File: config.mk
export PLATFORM = sky130hd
export DESIGN_NAME = dpma_host
export DESIGN_NICKNAME = d
export VERILOG_FILES = /design/src/dpma_pkg.sv /design/src/dpma_sync.sv /design/src/dpma_host.sv
export SDC_FILE = /design/constraint.sdc
export NUM_CORES = 1
export LEC_CHECK = 0
export ABC_AREA = 1
export BUFFER_PORTS_ARGS = -buffer_cell sky130_fd_sc_hd__buf_2
export CORE_ASPECT_RATIO = 1.25
export CORE_MARGIN = 2
export CORE_UTILIZATION = 45
export CTS_BUF_LIST = sky130_fd_sc_hd__clkbuf_2
export CTS_CLUSTER_DIAMETER = 100
export CTS_CLUSTER_SIZE = 28
export DETAILED_ROUTE_END_ITERATION = 7
export HOLD_SLACK_MARGIN = 0.1
export PLACE_DENSITY = 0.77
export SETUP_SLACK_MARGIN = 0.2
export SKIP_LAST_GASP = 1
export SLEW_MARGIN = 10
export SYNTH_ARGS = -nofsm -noshare
export SYNTH_HDL_FRONTEND = slang
export SYNTH_SLANG_ARGS = --single-unit
File: constraint.sdc
create_clock -name clk_sys -period 2.8 [get_ports clk_sys]
set_input_delay 0.14 -clock clk_sys [delete_from_list [all_inputs] [get_ports clk_sys]]
set_output_delay 0.14 -clock clk_sys [all_outputs]
set_load 0.05 [all_outputs]
File: src/dpma_pkg.sv
package dpma_pkg;

   // Address width and data width of one port of the memory
   localparam int unsigned ADDR_W = 17;
   localparam int unsigned DATA_W = 8;

   // Mailbox locations: the left port owns 1FFFE, the right port owns 1FFFF
   localparam logic [16:0] MAILBOX_LEFT_ADDR  = 17'h1FFFE;
   localparam logic [16:0] MAILBOX_RIGHT_ADDR = 17'h1FFFF;

   // Semaphore flag select width and data bit that carries a flag write
   localparam int unsigned SEM_SEL_W   = 3;
   localparam int unsigned SEM_BIT_POS = 0;
   localparam logic [7:0]  SEM_REQUEST = 8'h00;
   localparam logic [7:0]  SEM_FREE    = 8'h01;

   // Clock rate and host-chosen pin timing
   localparam int unsigned CLK_PERIOD_NS = 40;
   // Setup also covers a master's collision pin crossing the synchroniser,
   // so a lost arbitration is seen before the write strobe starts
   localparam int unsigned SETUP_NS      = 120;  // Address and enable before any strobe
   localparam int unsigned STROBE_NS     = 80;   // Width of a write strobe
   localparam int unsigned SYNC_STAGES   = 2;    // Latency of the pin synchronisers
   localparam int unsigned SETUP_CYC  = (SETUP_NS + CLK_PERIOD_NS - 1) / CLK_PERIOD_NS;
   localparam int unsigned STROBE_CYC = (STROBE_NS + CLK_PERIOD_NS - 1) / CLK_PERIOD_NS;
   // Read strobe lasts long enough for returned data to clear the synchroniser
   localparam int unsigned READ_CYC   = STROBE_CYC + SYNC_STAGES;
   localparam int unsigned CNT_W      = 4;

   // Reset values of the port pins: everything deselected, bus released
   localparam logic        PIN_IDLE_N = 1'b1;
   localparam logic [16:0] ADDR_RST   = 17'h00000;
   localparam logic [7:0]  DATA_RST   = 8'h00;

   // Commands that the user side issues
   typedef enum logic [2:0] {
      OP_MEM_READ    = 3'h0,
      OP_MEM_WRITE   = 3'h1,
      OP_SEM_CLAIM   = 3'h2,
      OP_SEM_RELEASE = 3'h3,
      OP_SEM_READ    = 3'h4,
      OP_MAIL_SEND   = 3'h5,
      OP_MAIL_ACK    = 3'h6
   } dpma_op_t;

   // Sequencer states, one-hot
   typedef enum logic [3:0] {
      ST_IDLE    = 4'h1,
      ST_SETUP   = 4'h2,
      ST_STROBE  = 4'h4,
      ST_RELEASE = 4'h8
   } dpma_state_t;

   // One request from the user side
   typedef struct packed {
      dpma_op_t    op;
      logic [16:0] addr;
      logic [7:0]  data;
   } dpma_req_t;

   // One answer to the user side
   typedef struct packed {
      logic [7:0] data;
      logic       granted;
      logic       collided;
   } dpma_rsp_t;

   // Pins that the host drives toward its memory port
   typedef struct packed {
      logic        chip_enable_n;
      logic        output_enable_n;
      logic        read_write_n;
      logic        semaphore_select_n;
      logic [16:0] addr;
      logic [7:0]  dq_out;
      logic        dq_oe;
   } dpma_pins_t;

endpackage

File: src/dpma_sync.sv
`timescale 1ns/100ps
// Two-flop synchroniser for pin inputs; the first stage feeds only the second
module dpma_sync #(
   parameter int unsigned WIDTH = 1,
   parameter logic [WIDTH-1:0] RST_VAL = '0
) (
   // Clock and reset
   input  wire logic             clk_sys,
   input  wire logic             rst,
   // Asynchronous level in, synchronous level out
   input  wire logic [WIDTH-1:0] d,
   output logic      [WIDTH-1:0] q
);

   logic [WIDTH-1:0] meta_q;

   // Both stages reset to a constant
   always_ff @(posedge clk_sys or posedge rst) begin
      if (rst) begin
         meta_q <= RST_VAL;
         q      <= RST_VAL;
      end else begin
         meta_q <= d;
         q      <= meta_q;
      end
   end

endmodule

File: src/dpma_host.sv
`timescale 1ns/100ps
// How it works
// Right host writing 1FFFE with enable and write strobe low raises left mailbox flag.
// Left host clears its flag by accessing 1FFFE with enable and output enable low.
// Left host writing 1FFFF raises the right mailbox flag.
// Right host clears its flag by reading 1FFFF.
// Mailbox byte is ordinary memory content, passed through unchanged.
// Without mailbox use, 1FFFE and 1FFFF are plain memory locations.
// Master memory flags same-location collisions toward the later port.
// Memory blocks writes from the port seeing the collision flag.
// Slave-mode memory treats each collision pin only as write inhibit.
// In slave mode host drives collision high for writes, low to inhibit.
// Depth-stacked parts need collision flags ANDed externally per port.
// Width-expanded arrays use exactly one master; others are slaves.
// Master arbitration uses enables and addresses only, not read or write.
// Host holds address and enable valid before starting any strobe.
// Memory offers eight semaphore flags apart from the array.
// Ports are independent; only same-location write conflicts matter.
// Port rests in standby with memory and semaphore enables both high.
// Semaphore flags gate nothing; software interprets ownership.
// Semaphore accesses finish as ordinary cycles with no waits.
// Write zero on bit 0 requests a token, one releases it.
// Semaphore flag picked by the three lowest address bits only.
// A pending losing request gets the token when the owner releases.
// Master never drives both collision flags low together.
module dpma_host #(
   parameter bit PORT_IS_LEFT = 1'b1
) (
   // Clock and reset
   input  wire logic              clk_sys,
   input  wire logic              rst,
   // Configuration
   input  wire logic              master_mode,
   input  wire logic              write_inhibit,
   // User request
   input  wire logic              req_valid,
   output logic                   req_ready,
   input  wire dpma_pkg::dpma_req_t req,
   // User answer and mailbox status
   output logic                   rsp_valid,
   output dpma_pkg::dpma_rsp_t    rsp,
   output logic                   mailbox_pending,
   // Memory port pins
   output dpma_pkg::dpma_pins_t   pins,
   input  wire logic [7:0]        dq_in,
   input  wire logic              mailbox_irq_n,
   input  wire logic              collision_n_in,
   output logic                   collision_n_out,
   output logic                   collision_n_oe
);

   // Whole state of the sequencer
   typedef struct packed {
      dpma_pkg::dpma_state_t st;
      logic [3:0]            cnt;
      dpma_pkg::dpma_op_t    op;
      logic                  phase;
      dpma_pkg::dpma_pins_t  pins;
      dpma_pkg::dpma_rsp_t   rsp;
      logic                  rsp_valid;
      logic                  coll_out_n;
   } dpma_host_state_t;

   dpma_host_state_t s_q;
   dpma_host_state_t s_d;
   logic [7:0]       dq_sync;
   logic             irq_sync_n;
   logic             coll_sync_n;

   // Every pin from the memory passes two flops first; stacked parts share one
   // externally ANDed collision pin, so a single input serves the whole array
   dpma_sync #(.WIDTH(10), .RST_VAL(10'h3FF)) u_sync (
      .clk_sys (clk_sys),
      .rst     (rst),
      .d       ({dq_in, mailbox_irq_n, collision_n_in}),
      .q       ({dq_sync, irq_sync_n, coll_sync_n})
   );

   // True when this phase of the command drives data onto the port
   function automatic logic op_is_write(input dpma_pkg::dpma_op_t op, input logic phase);
      case (op)
         dpma_pkg::OP_MEM_WRITE,
         dpma_pkg::OP_MAIL_SEND,
         dpma_pkg::OP_SEM_RELEASE: op_is_write = 1'b1;
         dpma_pkg::OP_SEM_CLAIM:   op_is_write = ~phase;
         default:                  op_is_write = 1'b0;
      endcase
   endfunction

   // True for commands that address the semaphore space
   function automatic logic op_is_sem(input dpma_pkg::dpma_op_t op);
      op_is_sem = (op == dpma_pkg::OP_SEM_CLAIM) || (op == dpma_pkg::OP_SEM_RELEASE)
                  || (op == dpma_pkg::OP_SEM_READ);
   endfunction

   // Next state of the sequencer
   always_comb begin
      s_d           = s_q;
      s_d.rsp_valid = 1'b0;
      // Slave mode: pin high lets writes through, low inhibits them
      s_d.coll_out_n = ~write_inhibit;
      case (s_q.st)
         dpma_pkg::ST_IDLE: begin
            // Both enables high keeps the port in standby
            s_d.pins.chip_enable_n      = dpma_pkg::PIN_IDLE_N;
            s_d.pins.semaphore_select_n = dpma_pkg::PIN_IDLE_N;
            s_d.pins.output_enable_n    = dpma_pkg::PIN_IDLE_N;
            s_d.pins.read_write_n       = dpma_pkg::PIN_IDLE_N;
            s_d.pins.dq_oe              = 1'b0;
            if (req_valid) begin
               s_d.op           = req.op;
               s_d.phase        = 1'b0;
               s_d.cnt          = '0;
               s_d.rsp          = '0;
               s_d.pins.addr    = req.addr;
               s_d.pins.dq_out  = req.data;
               case (req.op)
                  dpma_pkg::OP_MAIL_SEND:
                     s_d.pins.addr = PORT_IS_LEFT ? dpma_pkg::MAILBOX_RIGHT_ADDR
                                                  : dpma_pkg::MAILBOX_LEFT_ADDR;
                  dpma_pkg::OP_MAIL_ACK:
                     s_d.pins.addr = PORT_IS_LEFT ? dpma_pkg::MAILBOX_LEFT_ADDR
                                                  : dpma_pkg::MAILBOX_RIGHT_ADDR;
                  dpma_pkg::OP_SEM_CLAIM:
                     s_d.pins.dq_out = dpma_pkg::SEM_REQUEST;
                  dpma_pkg::OP_SEM_RELEASE:
                     s_d.pins.dq_out = dpma_pkg::SEM_FREE;
                  default: ;
               endcase
               if (op_is_sem(req.op)) begin
                  // Upper bits are ignored by the memory; drive them low anyway
                  s_d.pins.addr = {14'h0000, req.addr[dpma_pkg::SEM_SEL_W-1:0]};
                  s_d.pins.semaphore_select_n = 1'b0;
               end else begin
                  s_d.pins.chip_enable_n = 1'b0;
               end
               s_d.pins.dq_oe = op_is_write(req.op, 1'b0);
               s_d.st         = dpma_pkg::ST_SETUP;
            end
         end
         dpma_pkg::ST_SETUP: begin
            // Address and enable stand still before the strobe
            s_d.cnt = s_q.cnt + 4'h1;
            if (master_mode && !op_is_sem(s_q.op) && !coll_sync_n) begin
               // Lost arbitration: hold the access and wait for the other port
               s_d.cnt          = '0;
               s_d.rsp.collided = 1'b1;
            end else if (s_q.cnt == 4'(dpma_pkg::SETUP_CYC - 1)) begin
               s_d.cnt = '0;
               s_d.st  = dpma_pkg::ST_STROBE;
               if (op_is_write(s_q.op, s_q.phase)) begin
                  s_d.pins.read_write_n = 1'b0;
               end else begin
                  s_d.pins.output_enable_n = 1'b0;
               end
            end
         end
         dpma_pkg::ST_STROBE: begin
            s_d.cnt = s_q.cnt + 4'h1;
            if (op_is_write(s_q.op, s_q.phase)) begin
               if (s_q.cnt == 4'(dpma_pkg::STROBE_CYC - 1)) begin
                  s_d.pins.read_write_n = dpma_pkg::PIN_IDLE_N;
                  s_d.st                = dpma_pkg::ST_RELEASE;
               end
            end else if (s_q.cnt == 4'(dpma_pkg::READ_CYC - 1)) begin
               // Semaphore reads latch at the memory, so each read ends the cycle
               s_d.rsp.data             = dq_sync;
               s_d.rsp.granted          = ~dq_sync[dpma_pkg::SEM_BIT_POS];
               s_d.pins.output_enable_n = dpma_pkg::PIN_IDLE_N;
               s_d.st                   = dpma_pkg::ST_RELEASE;
            end
         end
         dpma_pkg::ST_RELEASE: begin
            s_d.pins.chip_enable_n      = dpma_pkg::PIN_IDLE_N;
            s_d.pins.semaphore_select_n = dpma_pkg::PIN_IDLE_N;
            s_d.pins.dq_oe              = 1'b0;
            s_d.cnt                     = '0;
            if (s_q.op == dpma_pkg::OP_SEM_CLAIM && !s_q.phase) begin
               // Write then read back: a pending request shows up as a one
               s_d.phase                   = 1'b1;
               s_d.pins.semaphore_select_n = 1'b0;
               s_d.st                      = dpma_pkg::ST_SETUP;
            end else begin
               s_d.rsp_valid = 1'b1;
               s_d.st        = dpma_pkg::ST_IDLE;
            end
         end
         default: begin
            s_d.st = dpma_pkg::ST_IDLE;
         end
      endcase
   end

   // State register
   always_ff @(posedge clk_sys or posedge rst) begin
      if (rst) begin
         s_q                         <= '0;
         s_q.st                      <= dpma_pkg::ST_IDLE;
         s_q.op                      <= dpma_pkg::OP_MEM_READ;
         s_q.pins.chip_enable_n      <= dpma_pkg::PIN_IDLE_N;
         s_q.pins.output_enable_n    <= dpma_pkg::PIN_IDLE_N;
         s_q.pins.read_write_n       <= dpma_pkg::PIN_IDLE_N;
         s_q.pins.semaphore_select_n <= dpma_pkg::PIN_IDLE_N;
         s_q.pins.addr               <= dpma_pkg::ADDR_RST;
         s_q.pins.dq_out             <= dpma_pkg::DATA_RST;
         s_q.coll_out_n              <= dpma_pkg::PIN_IDLE_N;
      end else begin
         s_q <= s_d;
      end
   end

   // Outputs
   assign req_ready       = (s_q.st == dpma_pkg::ST_IDLE);
   assign rsp_valid       = s_q.rsp_valid;
   assign rsp             = s_q.rsp;
   assign pins            = s_q.pins;
   assign mailbox_pending = ~irq_sync_n;
   // Master drives the pin itself; only a slave gets our inhibit level
   assign collision_n_out = s_q.coll_out_n;
   assign collision_n_oe  = ~master_mode;

endmodule

# ---- Yosys cells after proc, flatten, opt, wreduce, memory -nomap -nowiden
# Cells that the tools add are included.
dict set report word_totals {
  rom_bits 0
  out_inout_bits 45
  mem_bits_rw 0
  latch_bits 0
  reg_bits 74
  mem_count 0
}
dict set report op_classes {
  mux 41
  n_eq_ne 31
  n_mul 0
  n_div 0
  n_lt_le_gt_ge 0
  n_bitwise 5
  n_addsub 1
  n_reduce_logical 25
  n_shift 0
}
# op count
set ops {}
lappend ops {{two-way mux 37 bit} 1}
lappend ops {{one-hot mux 17 bit (2 select lines)} 1}
lappend ops {{one-hot mux 4 bit (4 select lines)} 2}
lappend ops {{inequality test 2 bit (second input constant)} 11}
lappend ops {{two-way mux 4 bit} 5}
lappend ops {{two-way mux 18 bit} 1}
lappend ops {{two-way mux 9 bit} 2}
lappend ops {{one-hot mux 9 bit (2 select lines)} 1}
lappend ops {{two-way mux 1 bit} 16}
lappend ops {{one-hot mux 8 bit (2 select lines)} 1}
lappend ops {{equality test 3 bit (second input constant)} 5}
lappend ops {{two-way mux 13 bit} 1}
lappend ops {{equality test 3 x 2 -> 1 bit (second input constant)} 4}
lappend ops {{equality test 4 x 2 -> 1 bit (second input constant)} 3}
lappend ops {{AND reduction 6 bit} 2}
lappend ops {{equality test 4 x 1 -> 1 bit (second input constant)} 2}
lappend ops {{two-way mux 8 bit} 1}
lappend ops {{one-hot mux 1 bit (2 select lines)} 4}
lappend ops {{equality test 3 x 1 -> 1 bit (second input constant)} 2}
lappend ops {{two-way mux 2 bit} 3}
lappend ops {{inequality test 3 bit (second input constant)} 2}
lappend ops {{one-hot mux 2 bit (3 select lines)} 1}
lappend ops {{AND reduction 3 bit} 2}
lappend ops {{nonzero test 2 bit} 3}
lappend ops {{15 further kinds} 27}

# ---- Logic depth before layout (Yosys ltp)
dict set report logic_depth {
  word_depth 12
  ltp_mapped 10
  depth_no_buf 10
}

# ---- Modules after synthesis
# From an unflattened synthesis, not the netlist that was laid out.
dict set report hier_totals {
  cells_unflattened 370
  area_unflattened_um2 3528.4
}
# module cells_each area_each_um2 seq_area_each_um2 n_inst
set by_module_without_submodules {}
lappend by_module_without_submodules {dpma_host 349 2999.1 1358.8 1}
lappend by_module_without_submodules {dpma_sync 21 529.3 525.5 1}

# ---- Worst setup path before layout
# Ideal clock, no wire load.
dict set report synth_timing {
  path_kind {register -> register}
  from {reg s_q[50] (netlist bit)}
  to {reg pins[27] (netlist name)}
  setup_slack_ns 1.233
  required_ns 2.724
  stages_incl_launch_ff 10
  arrival_time_ns 1.491
  setup_time_ns 0.076
  cell_sequence {dfstp_2 > inv_2 > nor2_2 > nand2_2 > inv_1 > nor2_1 > nor2_2 > nand2_1 > nand2_1 > nand2_1}
}
dict set report synth_between {
  elab_chain_cells 3
  elab_cells_between_ends 11
  classes_between {eq/ne: 8; mux: 1; reduce/logical: 2}
}
# item line
set synth_rtl {}
lappend synth_rtl {{start, declared} dpma_host.sv:64} ;# dpma_host_state_t s_q;
lappend synth_rtl {{equality test 4 x 1 -> 1 bit (*)} n/a}
lappend synth_rtl {{named net req_ready} dpma_host.sv:37} ;# output logic req_ready,
lappend synth_rtl {{nonzero test 3 bit (no line)} n/a}
lappend synth_rtl {{AND reduction 6 bit (no line)} n/a}
# The timed path passes the listed nets; every way through them passes the cells marked *.
# A chain may end at the register's enable or synchronous reset.

# ---- Final worst setup path
dict set report layout_timing {
  from {reg s_q[50] (netlist bit)}
  to {reg pins[1] (netlist name)}
}
dict set report layout_between {
  elab_chain_cells 2
}
# item line
set layout_rtl {}
lappend layout_rtl {{equality test 4 x 1 -> 1 bit} dpma_host.sv:102} ;# case (s_q.st)
lappend layout_rtl {{AND reduction 2 bit (no line)} n/a}
# No other way between the ends.

==> parameters.txt <==
Parameter                              Value

Status
  Run status    completed

Global routing
  Largest net degree at the start of global routing    between 70 and 80
  Number of global-route vias before repair    between 2,000 and 3,000
  Total congestion overflow    0
  Global-route usage over all layers    between 10% and 20%
  Global-route wire length before repair    ~12 mm
  Antenna violations before repair    0

STA
  Count of pins over their slew limit    0
  Shortest clock period the worst path allows after layout    ~2.3 ns
  Worst hold slack after final layout    0.221 ns
  Maximum clock skew at final layout    0.0196 ns
  Setup tns final    0 ns
  Final period utilization    between 80% and 90%
  Final setup violation count    0
  Final hold vios    0
  Setup repair after global routing missed its margin    no
  Slew Limit Headroom    ~41%
  Maximum frequency from static timing analysis    roughly 0.43 GHz
  Measured slew at the worst slew-check pin    approximately 0.89 ns

Run
  Total of max-cap violations    0

Detailed routing
  Number of remaining DRC errors    0
  Initial detailed-routing violation count    roughly 160
  Detailed-route via count    between 2,000 and 3,000
  First-pass iteration count of the detailed router    5
  Ratio of routed vias to standard cells    roughly 4.8
  Antenna Nets Post-Route    0
  Total detailed-routing wirelength    approximately 7.4 mm
  Routed wire length per instance    13.2 µm

Synth
  Number of register bits inferred by synthesis    74
  Summed instance area of the synthesized netlist    about 3500 µm²
  Cells after Synth    roughly 370
  Fraction of registers with async set or reset after synthesis    100%
  Number of enable-type register cells in the synthesized netlist    0
  Post-synthesis simple-gate area fraction    ~20%
  Share of synthesized area spent on multiplexers    0%
  Number of warnings printed during yosys synthesis    0
  Main synth FF type    dfrtp_1
  Post-synthesis xor/xnor area fraction    0.507%
  Number of unique standard cell types used by synthesis    30
  Mapped Nets    between 400 and 500
  Share of the yosys chip area belonging to registers    roughly 55%
  Post-Syn Area per Cell    approximately 9.4 µm²
  Combinational family with the most area after synthesis    simple AND/OR/NAND/NOR gates
  Share of the synthesized area in compound gates (AO/OA/AOI/OAI)    under 10%
  Share of synthesized cell area in full adder, half adder and majority cells    1.09%

CTS
  TritonCTS buffer count    9
  CTS max path bufs    2
  Clock tree root buffer cell    clkbuf_2
  Resized Gates After CTS    0
  Clock slew at reported path FFs    ~0.22 ns
  CTS tree    built
  Number of H-tree levels    3
  Sinks on Clock Net    between 70 and 80
  Worst-Skew Late Latency    approximately 0.52 ns

Critical path
  Top cell family by delay on the critical path    buffers and inverters
  Biggest cell delay along the critical path    0.59 ns
  Worst path bufs/invs    3
  Data required time of the worst path    3.26 ns
  CP Launch Type    flop
  Startpoint of the most critical setup path    s_q[50]$_DFFE_PP1P_
  Class of the most critical setup path    reg -> reg
  Worst Path Arrival    around 2.8 ns
  Crit end category    flop
  Worst reg2reg path startpoint    s_q[50]$_DFFE_PP1P_
  Critical-path top delay cell    dfstp_2
  Critical Path, Cell by Cell    inv_2 -> nor2_2 -> nand2_2 -> nor2_4 -> inv_4 -> o31ai_1 -> dlygate4sd3_1
  Crit-path max FO    27

Placed design
  Placed cell count    around 500
  Port Buffers    87
  Routability Congestion    roughly 0.86
  Estimated wirelength of the detail-placed design    between 4 and 5 mm

Cells and area
  Fraction of final layout cells with drive strength greater than 1    between 30 and 40%
  Net count, final    slightly above 500
  Growth of design area from synthesis to finish    22.0%
  Fillcell total    637
  Top library cells by usage in the layout, fill and taps aside    95 x nand2_1, 87 x buf_2, 50 x dlygate4sd3_1, 48 x dfrtp_1, 34 x nor2_1
  Utilization of the core after routing    57.0%
  Commonest non-fill, non-tap cell in the layout    nand2_1
  Non-filler cells in the finished layout    564
  Count of antenna diodes in the layout    0

Hold path
  Startpoint of the worst hold path    mailbox_irq_n
  Type of the worst min-delay path    in -> reg

Power and ir drop
  Leakage    2.14 nW
  Power per cell area    1030 nW/µm²
  Max IR drop VDD    ~660 µV

Die
  Site row count    35
  Floorplan die area    8400 µm²
  Core area    approximately 7400 µm²
  Initial standard-cell utilization of the core    a little under half
  Overall die width    between 80 and 90 µm
  Number of placed I/O pins    ~90
  Die outline height    approximately 100 µm
layer usage:
metal	wire length, µm	vias up	share of wire, %	global-route usage [%]
met2	3860	86	52	32.6
met1	2960	1279	40	22.1
met5	0	-	0	0
met3	386	25	5.2	5.57
li1	-	1312	-	-
met4	242	0	3.2	9.87
synthesized netlist by cell type (2+ instances only):
| master | number | area, µm² |
|---|---|---|
| dfstp_2 | 26 | 683 |
| o21ai_2 | 19 | 166 |
| nand2_1 | 95 | 357 |
| nand2_2 | 2 | 12.5 |
| buf_2 | 2 | 10.0 |
| o21ai_1 | 2 | 10.0 |
| buf_4 | 42 | 315 |
| a21oi_1 | 4 | 20.0 |
| nand3_1 | 21 | 105 |
| inv_1 | 24 | 90.1 |
| nor2_1 | 34 | 128 |
| xor2_1 | 2 | 17.5 |
| inv_2 | 2 | 7.51 |
| or2_2 | 2 | 12.5 |
| buf_6 | 4 | 45.0 |
| nor2_2 | 7 | 43.8 |
| ha_1 | 3 | 37.5 |
| o21ai_0 | 17 | 85.1 |
| dfrtp_1 | 48 | 1200 |
registers in the layout (all words and copies together), names as in the netlist:
register	cells
collision_n_out	1
pins	30
rsp	10
rsp_valid	1
s_q	12
u_sync.meta_q	10
u_sync.q	10
through the flow:
step	cell area, µm²	total power, mW	setup slack (ns)
6_report	4220	4.33	0.457
5_1_grt	4220	4.62	0.254
4_1_cts	4220	4.33	0.471
3_5_place_dp	3630	3.74	1.01
3_3_place_gp	3630	3.69	1.08
2_1_floorplan	3460	3.65	0.821
power breakdown:
group	internal, mW	switching (mW)	total [mW]
Clock	0.122	0.386	0.508
Combinational	0.573	1.66	2.23
Sequential	1.41	0.180	1.59
Total	2.10	2.22	4.33
logic make-up after synthesis:
family	count (synthesis)
buffers and inverters	76
AOI/OAI and AO/OA	47
adders and majority gates	3
xor gates and xnor gates	2
and+or+nand+nor	165
DFF	74
cell type report:
cell class	instances	area (µm²)	share of cell area [%]
clock buffers	10	50.0	1.19
multi-input cells	217	1080	25.6
repair buffers	138	943	22.4
well taps	92	115	2.73
flip-flops and latches	74	1880	44.7
clock inverters	6	42.5	1.01
inverters	27	105	2.49
timing repair:
item / in CTS / in global routing
hold buffers: 50 / 0
endpoints found under the hold margin: 96 / 0
buffers inserted: 0 / 0
path summary, 6_finish.rpt:
kind,endpoint,slack (ns),cells after the start
max,pins[1]$_DFFE_PP0P_,0.46,7
min,u_sync.meta_q[1]$_DFF_PP1_,0.22,2
max reg2reg,pins[1]$_DFFE_PP0P_,0.46,7
min reg2reg,u_sync.q[4]$_DFF_PP1_,0.37,0
max in group asynchronous,pins[9]$_DFFE_PP0P_,1.82,4
min in group asynchronous,pins[6]$_DFFE_PP0P_,0.41,4
(Power assumes the default switching activity.)
